==> config.mk <==
export PLATFORM = sky130hd
export DESIGN_NAME = t2r_timer
export DESIGN_NICKNAME = d
export VERILOG_FILES = /design/src/rtl/t2r_pkg.sv /design/src/rtl/t2r_ext_div.sv /design/src/rtl/t2r_timer.sv
export SDC_FILE = /design/constraint.sdc
export NUM_CORES = 1
export LEC_CHECK = 0
export BUFFER_PORTS_ARGS = -buffer_cell sky130_fd_sc_hd__buf_4
export CORE_ASPECT_RATIO = 1.1
export CORE_MARGIN = 4
export CORE_UTILIZATION = 34
export DETAILED_ROUTE_END_ITERATION = 8
export PLACE_DENSITY = 0.5
export REMOVE_ABC_BUFFERS = 1
export SLEW_MARGIN = 30
export SYNTH_ARGS = -nofsm -noshare
export SYNTH_HDL_FRONTEND = slang
export SYNTH_SLANG_ARGS = --single-unit
==> constraint.sdc <==
create_clock -name clk -period 2.9 [get_ports clk]
set_input_delay 0.435 -clock clk [delete_from_list [all_inputs] [get_ports clk]]
set_output_delay 0.435 -clock clk [all_outputs]
set_load 0.01 [all_outputs]
==> src/rtl/t2r_pkg.sv <==
// package: register addresses, field positions, reset values and divider counts
package t2r_pkg;
	// register addresses on the special function register bus
	localparam logic [7:0] T2R_ADDR_CONTROL     = 8'hc8;
	localparam logic [7:0] T2R_ADDR_RELOAD_LOW  = 8'hca;
	localparam logic [7:0] T2R_ADDR_RELOAD_HIGH = 8'hcb;
	localparam logic [7:0] T2R_ADDR_COUNT_LOW   = 8'hcc;
	localparam logic [7:0] T2R_ADDR_COUNT_HIGH  = 8'hcd;
	// control register field positions
	localparam int T2R_BIT_HIGH_FLAG  = 7;
	localparam int T2R_BIT_LOW_FLAG   = 6;
	localparam int T2R_BIT_LOW_IRQ_EN = 5;
	localparam int T2R_BIT_CAPTURE_EN = 4;
	localparam int T2R_BIT_SPLIT      = 3;
	localparam int T2R_BIT_RUN        = 2;
	localparam int T2R_BIT_EXT_SELECT = 0;
	// reset values
	localparam logic [7:0] T2R_CONTROL_RESET = 8'h00;
	localparam logic [7:0] T2R_BYTE_RESET    = 8'h00;
	// byte boundaries for rollover detection
	localparam logic [7:0] T2R_BYTE_MAX  = 8'hff;
	localparam logic [7:0] T2R_BYTE_ZERO = 8'h00;
	// divider counts
	localparam int T2R_SYS_DIVIDE = 12;
	localparam int T2R_EXT_DIVIDE = 8;
endpackage : t2r_pkg

==> src/rtl/t2r_ext_div.sv <==
// module: external oscillator synchroniser and divide-by-eight event source
module t2r_ext_div
	import t2r_pkg::*;
#(
	parameter int EXT_DIVIDE = T2R_EXT_DIVIDE
)
(
	input  wire logic clk,
	input  wire logic rst_n,
	input  wire logic ext_osc,
	output logic      ext_fall_tick
);
	localparam int DW = $clog2(EXT_DIVIDE);
	localparam logic [DW-1:0] DIV_LAST = DW'(EXT_DIVIDE - 1);

	logic          sync1_reg;   // first synchroniser stage, read only by stage two
	logic          sync2_reg;   // second stage, safe to use
	logic          prev_reg;    // last safe level, for edge detection
	logic [DW-1:0] div_reg;     // counts rising edges of the oscillator

	// two-flop synchroniser: the pin is asynchronous to clk
	always_ff @(posedge clk or negedge rst_n)
	begin
		if (!rst_n)
		begin
			sync1_reg <= 1'b0;
			sync2_reg <= 1'b0;
			prev_reg  <= 1'b0;
		end
		else
		begin
			sync1_reg <= ext_osc;
			sync2_reg <= sync1_reg;
			prev_reg  <= sync2_reg;
		end
	end

	// divide by eight; the falling edge of the divided clock is the wrap
	// of this counter, so one pulse per eight oscillator periods
	always_ff @(posedge clk or negedge rst_n)
	begin
		if (!rst_n)
		begin
			div_reg       <= '0;
			ext_fall_tick <= 1'b0;
		end
		else
		begin
			ext_fall_tick <= 1'b0;
			if (sync2_reg && !prev_reg)
			begin
				div_reg <= (div_reg == DIV_LAST) ? '0 : div_reg + 1'b1;
				// divided clock falls as the count wraps
				ext_fall_tick <= (div_reg == DIV_LAST);
			end
		end
	end
endmodule : t2r_ext_div

==> src/rtl/t2r_timer.sv <==
// module: timer two with 16-bit or split 8-bit auto-reload and capture
// Behaviour
// - 16-bit mode reloads and sets high flag
// - timer interrupt on every overflow when enabled
// - low rollover interrupts when low enable set
// - split mode: two 8-bit auto-reload counters
// - run gates all, or high byte only
// - per-byte system clock select, else shared /12 or ext/8
// - external divide-by-eight synchronised to system clock
// - split mode: each byte sets its flag
// - low flag set on every low rollover
// - split interrupt on high, or either byte
// - flags never cleared by hardware
// - capture copies counter to reload, sets flag
// - capture on divided external clock falling edge
// - control bit four enables capture mode
// - control register field layout as defined
// - control bit one reads zero, ignores writes
// - reload and count registers, reset zero
// - high clock select only matters in split
module t2r_timer
	import t2r_pkg::*;
#(
	parameter int SYS_DIVIDE = T2R_SYS_DIVIDE,
	parameter int EXT_DIVIDE = T2R_EXT_DIVIDE
)
(
	input  wire logic       clk,
	input  wire logic       reset_n,
	input  wire logic [7:0] sfr_addr,
	input  wire logic       sfr_wr_en,
	input  wire logic [7:0] sfr_wdata,
	output logic      [7:0] sfr_rdata,
	input  wire logic       timer_irq_enable,
	input  wire logic       high_byte_clock_select,
	input  wire logic       low_byte_clock_select,
	input  wire logic       ext_osc,
	output logic            timer_irq
);
	localparam int PW = $clog2(SYS_DIVIDE);
	localparam logic [PW-1:0] PRE_LAST = PW'(SYS_DIVIDE - 1);

	logic          rst_meta_reg;         // reset release, first stage
	logic          rst_sync_n;           // reset used by the whole design
	logic [PW-1:0] pre_reg;              // system clock divide-by-twelve
	logic          pre_tick;             // one pulse per twelve clocks
	logic          ext_tick;             // divided external clock falling edge
	logic          high_overflow_flag;   // control bit 7
	logic          low_overflow_flag;    // control bit 6
	logic          low_interrupt_enable; // control bit 5
	logic          capture_enable;       // control bit 4
	logic          split_mode_bit;       // control bit 3
	logic          run_bit;              // control bit 2
	logic          external_clock_select;// control bit 0
	logic [7:0]    count_low_byte;       // low counter byte
	logic [7:0]    count_high_byte;      // high counter byte
	logic [7:0]    reload_low_byte;      // low reload / capture byte
	logic [7:0]    reload_high_byte;     // high reload / capture byte
	logic          wr_ctrl;              // write strobes per register
	logic          wr_rl_low;
	logic          wr_rl_high;
	logic          wr_cnt_low;
	logic          wr_cnt_high;
	logic          low_tick;             // clock enable chosen for low byte
	logic          high_tick;            // clock enable chosen for high byte
	logic          low_en;               // low byte advances this cycle
	logic          high_en;              // high byte advances this cycle
	logic          low_wrap;             // low byte rolls over from 0xff
	logic          high_wrap;            // high byte (or whole 16 bits) rolls
	logic          full_wrap;            // 16-bit rollover
	logic          capture_event;        // capture strobe
	logic [7:0]    rdata_next;           // read mux result

	// reset is asserted at once but released through two flops
	always_ff @(posedge clk or negedge reset_n)
	begin
		if (!reset_n)
		begin
			rst_meta_reg <= 1'b0;
			rst_sync_n   <= 1'b0;
		end
		else
		begin
			rst_meta_reg <= 1'b1;
			rst_sync_n   <= rst_meta_reg;
		end
	end

	// external oscillator divided by eight, brought into this clock
	t2r_ext_div #(
		.EXT_DIVIDE (EXT_DIVIDE)
	) t2r_ext_div_i (
		.clk           (clk),
		.rst_n         (rst_sync_n),
		.ext_osc       (ext_osc),
		.ext_fall_tick (ext_tick)
	);

	// free-running divide-by-twelve prescaler, shared by both bytes
	always_ff @(posedge clk or negedge rst_sync_n)
	begin
		if (!rst_sync_n)
			pre_reg <= '0;
		else
			pre_reg <= (pre_reg == PRE_LAST) ? '0 : pre_reg + 1'b1;
	end
	assign pre_tick = (pre_reg == PRE_LAST);

	// address decode
	assign wr_ctrl     = sfr_wr_en && (sfr_addr == T2R_ADDR_CONTROL);
	assign wr_rl_low   = sfr_wr_en && (sfr_addr == T2R_ADDR_RELOAD_LOW);
	assign wr_rl_high  = sfr_wr_en && (sfr_addr == T2R_ADDR_RELOAD_HIGH);
	assign wr_cnt_low  = sfr_wr_en && (sfr_addr == T2R_ADDR_COUNT_LOW);
	assign wr_cnt_high = sfr_wr_en && (sfr_addr == T2R_ADDR_COUNT_HIGH);

	// clock source per byte; the high select only applies in split mode,
	// in 16-bit mode the high byte is carried from the low byte instead
	assign low_tick  = low_byte_clock_select ? 1'b1 :
		(external_clock_select ? ext_tick : pre_tick);
	assign high_tick = (split_mode_bit && high_byte_clock_select) ? 1'b1 :
		(external_clock_select ? ext_tick : pre_tick);

	// run gates the whole timer in 16-bit mode, only the high byte in split
	assign low_en  = split_mode_bit ? low_tick : (run_bit && low_tick);
	assign high_en = split_mode_bit ? (run_bit && high_tick)
		: (low_en && count_low_byte == T2R_BYTE_MAX);
	assign low_wrap  = low_en && (count_low_byte == T2R_BYTE_MAX);
	assign high_wrap = high_en && (count_high_byte == T2R_BYTE_MAX);
	assign full_wrap = !split_mode_bit && high_wrap;

	// capture strobe; the capture rewrites the reload pair and sets the high flag
	assign capture_event = capture_enable && ext_tick;

	// control fields written by software; bit 1 has no storage at all
	always_ff @(posedge clk or negedge rst_sync_n)
	begin
		if (!rst_sync_n)
		begin
			low_interrupt_enable  <= T2R_CONTROL_RESET[T2R_BIT_LOW_IRQ_EN];
			capture_enable        <= T2R_CONTROL_RESET[T2R_BIT_CAPTURE_EN];
			split_mode_bit        <= T2R_CONTROL_RESET[T2R_BIT_SPLIT];
			run_bit               <= T2R_CONTROL_RESET[T2R_BIT_RUN];
			external_clock_select <= T2R_CONTROL_RESET[T2R_BIT_EXT_SELECT];
		end
		else if (wr_ctrl)
		begin
			// field layout of the control register
			low_interrupt_enable  <= sfr_wdata[T2R_BIT_LOW_IRQ_EN];
			capture_enable        <= sfr_wdata[T2R_BIT_CAPTURE_EN];
			split_mode_bit        <= sfr_wdata[T2R_BIT_SPLIT];
			run_bit               <= sfr_wdata[T2R_BIT_RUN];
			external_clock_select <= sfr_wdata[T2R_BIT_EXT_SELECT];
		end
	end

	// high flag: set by any high rollover or capture; only software clears
	always_ff @(posedge clk or negedge rst_sync_n)
	begin
		if (!rst_sync_n)
			high_overflow_flag <= T2R_CONTROL_RESET[T2R_BIT_HIGH_FLAG];
		else if (high_wrap || capture_event)
			high_overflow_flag <= 1'b1;
		else if (wr_ctrl)
			high_overflow_flag <= sfr_wdata[T2R_BIT_HIGH_FLAG];
	end

	// low flag: set on every low rollover regardless of mode
	always_ff @(posedge clk or negedge rst_sync_n)
	begin
		if (!rst_sync_n)
			low_overflow_flag <= T2R_CONTROL_RESET[T2R_BIT_LOW_FLAG];
		else if (low_wrap)
			low_overflow_flag <= 1'b1;
		else if (wr_ctrl)
			low_overflow_flag <= sfr_wdata[T2R_BIT_LOW_FLAG];
	end

	// low counter byte; a software write wins over counting so that
	// firmware can preset the byte while the timer runs
	always_ff @(posedge clk or negedge rst_sync_n)
	begin
		if (!rst_sync_n)
			count_low_byte <= T2R_BYTE_RESET;
		else if (wr_cnt_low)
			count_low_byte <= sfr_wdata;
		else if (low_wrap && (split_mode_bit || full_wrap))
			count_low_byte <= reload_low_byte;
		else if (low_wrap)
			count_low_byte <= T2R_BYTE_ZERO; // carry into high byte
		else if (low_en)
			count_low_byte <= count_low_byte + 8'h01;
	end

	// high counter byte
	always_ff @(posedge clk or negedge rst_sync_n)
	begin
		if (!rst_sync_n)
			count_high_byte <= T2R_BYTE_RESET;
		else if (wr_cnt_high)
			count_high_byte <= sfr_wdata;
		else if (high_wrap)
			count_high_byte <= reload_high_byte;
		else if (high_en)
			count_high_byte <= count_high_byte + 8'h01;
	end

	// reload pair; a capture beats a software write in the same cycle,
	// since losing a measurement is worse than a retried write
	always_ff @(posedge clk or negedge rst_sync_n)
	begin
		if (!rst_sync_n)
		begin
			reload_low_byte  <= T2R_BYTE_RESET;
			reload_high_byte <= T2R_BYTE_RESET;
		end
		else if (capture_event)
		begin
			reload_low_byte  <= count_low_byte;
			reload_high_byte <= count_high_byte;
		end
		else
		begin
			if (wr_rl_low)
				reload_low_byte <= sfr_wdata;
			if (wr_rl_high)
				reload_high_byte <= sfr_wdata;
		end
	end

	// interrupt request is a level that follows the sticky flags; it
	// stays up until software clears the flag causing it
	always_ff @(posedge clk or negedge rst_sync_n)
	begin
		if (!rst_sync_n)
			timer_irq <= 1'b0;
		else
			timer_irq <= timer_irq_enable && (high_overflow_flag ||
				(low_interrupt_enable && low_overflow_flag));
	end

	// read mux; unused addresses and control bit 1 read as zero
	always_comb
	begin
		rdata_next = 8'h00;
		case (sfr_addr)
			T2R_ADDR_CONTROL:
			begin
				rdata_next[T2R_BIT_HIGH_FLAG]  = high_overflow_flag;
				rdata_next[T2R_BIT_LOW_FLAG]   = low_overflow_flag;
				rdata_next[T2R_BIT_LOW_IRQ_EN] = low_interrupt_enable;
				rdata_next[T2R_BIT_CAPTURE_EN] = capture_enable;
				rdata_next[T2R_BIT_SPLIT]      = split_mode_bit;
				rdata_next[T2R_BIT_RUN]        = run_bit;
				rdata_next[T2R_BIT_EXT_SELECT] = external_clock_select;
			end
			T2R_ADDR_RELOAD_LOW:  rdata_next = reload_low_byte;
			T2R_ADDR_RELOAD_HIGH: rdata_next = reload_high_byte;
			T2R_ADDR_COUNT_LOW:   rdata_next = count_low_byte;
			T2R_ADDR_COUNT_HIGH:  rdata_next = count_high_byte;
			default:              rdata_next = 8'h00;
		endcase
	end

	// read data registered: valid one cycle after the address
	always_ff @(posedge clk or negedge rst_sync_n)
	begin
		if (!rst_sync_n)
			sfr_rdata <= 8'h00;
		else
			sfr_rdata <= rdata_next;
	end

	logic [15:0] count_w;   // helper: whole counter
	logic [15:0] reload_w;  // helper: whole reload pair
	logic        no_cnt_wr; // helper: no software write to the counter
	assign count_w   = {count_high_byte, count_low_byte};
	assign reload_w  = {reload_high_byte, reload_low_byte};
	assign no_cnt_wr = !wr_cnt_low && !wr_cnt_high;
endmodule : t2r_timer

==> tab_implementation.tex <==
\begin{tabular}{lr}
\hline
Metric & Value \\
\hline
\multicolumn{2}{l}{\textbf{Status}} \\
Status & completed \\
\multicolumn{2}{l}{\textbf{Worst setup path}} \\
Crit path launch type & flip-flop \\
Reg2reg end & count\_low\_byte[0]\$\_DFFE\_PN0P\_ \\
Flop-to-flop setup slack & roughly 0.78 ns \\
Worst reg2reg path startpoint & pre\_reg[0]\$\_DFF\_PN0\_ \\
Worst path arrival time & around 2.4 ns \\
Endpoint type of the worst setup path & flip-flop \\
Category of the critical setup timing path & flip-flop to flip-flop \\
Worst reg-to-reg path cell count & 7 \\
WP data required & approximately 3.2 ns \\
Maximum fanout along the worst path & 11 \\
\multicolumn{2}{l}{\textbf{Global route}} \\
Remaining global-route overflow & 0 \\
Global-route wire length before repair & between 10 and 15 mm \\
GR peak layer & met2 \\
Aggregate global-route resource usage & 16.4\% \\
Met1 track demand over resource & 22.9\% \\
Met3 global-route usage & $\sim$2.6\% \\
Antenna violations before repair & 0 \\
Largest net degree at the start of global routing & 34 \\
Met2 routing resource usage after global routing & between 20\% and 30\% \\
Number of global-route vias before repair & between 2000 and 3000 \\
\multicolumn{2}{l}{\textbf{Drt}} \\
Antenna-violating nets left & 0 \\
Total via count in the routed design & roughly 2600 \\
Detailed Routing Iterations Pass 1 & 5 \\
DR vias/cell & 5.49 \\
DRT iter0 DRCs & 206 \\
Drt drc & 0 \\
WL per Instance & 18.7 um \\
Total Routed Length & 8.91 mm \\
\multicolumn{2}{l}{\textbf{STA}} \\
Final worst clock skew & slightly below 0.01 ns \\
Number of pins with negative max-slew slack in the final report & 0 \\
PnR worst setup slack & 0.782 ns \\
Worst hold margin & 0.207 ns \\
Number of setup violations in the final report & 0 \\
Setup repair after global routing missed its margin & false \\
Hold violation count in the final report & 0 \\
Total negative slack for setup checks & 0 ns \\
Min Clock Period, post-route & 2.12 ns \\
Worst relative slew slack & 57.4\% \\
Fmax & 0.472 GHz \\
Worst Max-Slew Pin Slew & 0.640 ns \\
Post-route fraction of the period consumed by the critical path & 73.0\% \\
\multicolumn{2}{l}{\textbf{Synthesis}} \\
Syn avg cell area & 10.1 um\^{}2 \\
Area leader, netlist & dfrtp\_1 \\
Fraction of registers with async set/reset & 100\% \\
Yosys cell types & 53 \\
Biggest area contributors in the synthesized netlist & dfrtp\_1 (47\%), mux2i\_1 (6.4\%), nand2\_1 (4.6\%) \\
Count of flip-flops with a built-in enable after synthesis & 0 \\
Synthesis warning total & 0 \\
Sequential share of the synthesized area & 46.8\% \\
Syn Inst Count & 323 \\
Flops \& latches, synth & 61 \\
Synthesized cell area & 3260 um\^{}2 \\
Ys flop type & dfrtp\_1 \\
Fraction of synthesized cell area taken by the top area cell type & 46.8\% \\
\multicolumn{2}{l}{\textbf{Placed design}} \\
Placed wire-length estimate & approximately 6.3 mm \\
RD Place Congestion & 0.822 \\
Placed inst area & 3590 um\^{}2 \\
Count of port buffers added during placement & 31 \\
Post-Place Setup Slack & 0.663 ns \\
\multicolumn{2}{l}{\textbf{CTS}} \\
Clock sink count & 61 \\
CTS Hold Buffers Added & 1 \\
Clock latency reported for the late side of the worst-skew pair & approximately 0.34 ns \\
Maximum clock path buffer count & 2 \\
Number of buffers created by CTS & 9 \\
Post-CTS setup-driven buffer insertion count & 0 \\
Clock transition at the register clock pins on the worst setup and hold paths after CTS & 0.07 ns \\
Cell at the root of the clock tree & clkbuf\_8 \\
CTS resizes & 0 \\
Count of H-tree levels built during CTS & 3 \\
TritonCTS clock tree & yes \\
\multicolumn{2}{l}{\textbf{Cells and area}} \\
Most frequent standard cell in the layout excluding fill and tap cells & dfrtp\_1 \\
Fin nets & 383 \\
Fillers & 957 \\
Synth-to-layout area growth & 16.5\% \\
Post-route standard cell area excluding fillers & 3800 um\^{}2 \\
Share of layout cells above drive strength 1 & 22.0\% \\
Commonest cells after routing, fill and taps aside & dfrtp\_1 (60), nand2\_1 (39), buf\_4 (36) \\
Number of antenna cells inserted & 0 \\
\multicolumn{2}{l}{\textbf{Min path}} \\
Min-Delay Endpoint & t2r\_ext\_div\_i.sync1\_reg\$\_DFF\_PN0\_ \\
Hold Path Class & input pin to flip-flop \\
Worst hold start & ext\_osc \\
Worst hold stages & 1 \\
\multicolumn{2}{l}{\textbf{Power}} \\
Pwr/cell area & about 590 nW/um\^{}2 \\
Maximum ir drop on the vdd rail & between 0.2 and 0.25 mV \\
Leakage power summed over all cells & 1.71 nW \\
\multicolumn{2}{l}{\textbf{Die}} \\
Die ar. & between 10000 and 15000 um\^{}2 \\
Height of the die & 111 um \\
Core Region & 9350 um\^{}2 \\
IO Count & 32 \\
Initial core utilization & 34.9\% \\
Width of the chip & 101 um \\
Rows & 37 \\
\multicolumn{2}{l}{\textbf{Job}} \\
Number of violations of the max-capacitance limit & 0 \\
\hline
\end{tabular}
-- final cells by class --
type / count / area (um^2) / area share, %
clock buffer: 14 / 173 / 4.54
clock inverter: 1 / 30.0 / 0.790
inverter: 1 / 3.75 / 0.0987
multi-input combinational: 245 / 1640 / 43.2
sequential: 61 / 1530 / 40.2
tap: 117 / 146 / 3.85
timing repair buffer: 37 / 280 / 7.37
-- metrics by stage --
| stage | cells | util, % | total power [mW] |
|---|---|---|---|
| floorplan | 307 | - | 1.31 |
| global placement | 460 | 38.4 | 1.45 |
| detailed placement | 460 | 38.4 | 1.46 |
| CTS | 476 | 40.7 | 2.27 |
| global route | 476 | 40.7 | 2.36 |
| finish | 476 | 40.7 | 2.24 |
-- worst max-delay path, stage by stage (launching register included) --
cell,delay [ns]
dfrtp_1,0.38
ha_1,0.29
nand4bb_4,0.15
a21o_2,0.30
nor3_4,0.45
and3_1,0.27
a2111oi_4,0.06
nor2_1,0.14
-- power breakdown --
part | switching [mW] | internal, mW
sequential | 0.169 | 0.961
clock | 0.331 | 0.464
combinational | 0.143 | 0.175
total | 0.642 | 1.60
-- synth_stat cells (2+ instances only) --
master,n
o31ai_1,3
mux2i_1,21
nor2_1,35
ha_1,5
nand3_1,8
mux2_2,11
o21ai_1,2
nor2b_1,2
a31oi_1,8
xnor2_1,3
nor2_2,2
nand2_2,3
buf_2,7
clkbuf_1,4
nand4_1,2
o21ai_0,16
a21oi_1,27
a22oi_1,10
and4_1,2
buf_6,3
nand4b_1,2
and3_1,6
a222oi_1,7
dfrtp_1,61
xor2_1,4
and2_1,3
nand2_1,40
-- worst max path at each step --
stage	to	startpoint	slack, ns
after floorplan	reload_high_byte[0]$_DFFE_PN0P_	sfr_addr[5]	0.52
after global placement	count_high_byte[6]$_DFFE_PN0P_	sfr_addr[5]	0.68
after detailed placement	count_high_byte[6]$_DFFE_PN0P_	sfr_addr[5]	0.66
after CTS	count_low_byte[0]$_DFFE_PN0P_	pre_reg[0]$_DFF_PN0_	0.80
after global routing	count_high_byte[2]$_DFFE_PN0P_	count_low_byte[0]$_DFFE_PN0P_	0.61
final	count_low_byte[0]$_DFFE_PN0P_	pre_reg[0]$_DFF_PN0_	0.78
-- routing by layer --
metal	up-vias	wire, um
met5	-	0
met4	0	151
met3	12	433
met2	84	4220
met1	1269	4110
li1	1246	-
-- cells by family after synthesis --
group           synth area share (%)
compound gates                  16.6
xor+xnor                        1.88
fa+ha+maj                       1.92
buf+inv                         3.03
flops                           46.8
mux                             10.2
other cells                    0.115
simple gates                    19.5
No activity file was read; power rests on OpenSTA's default activity.
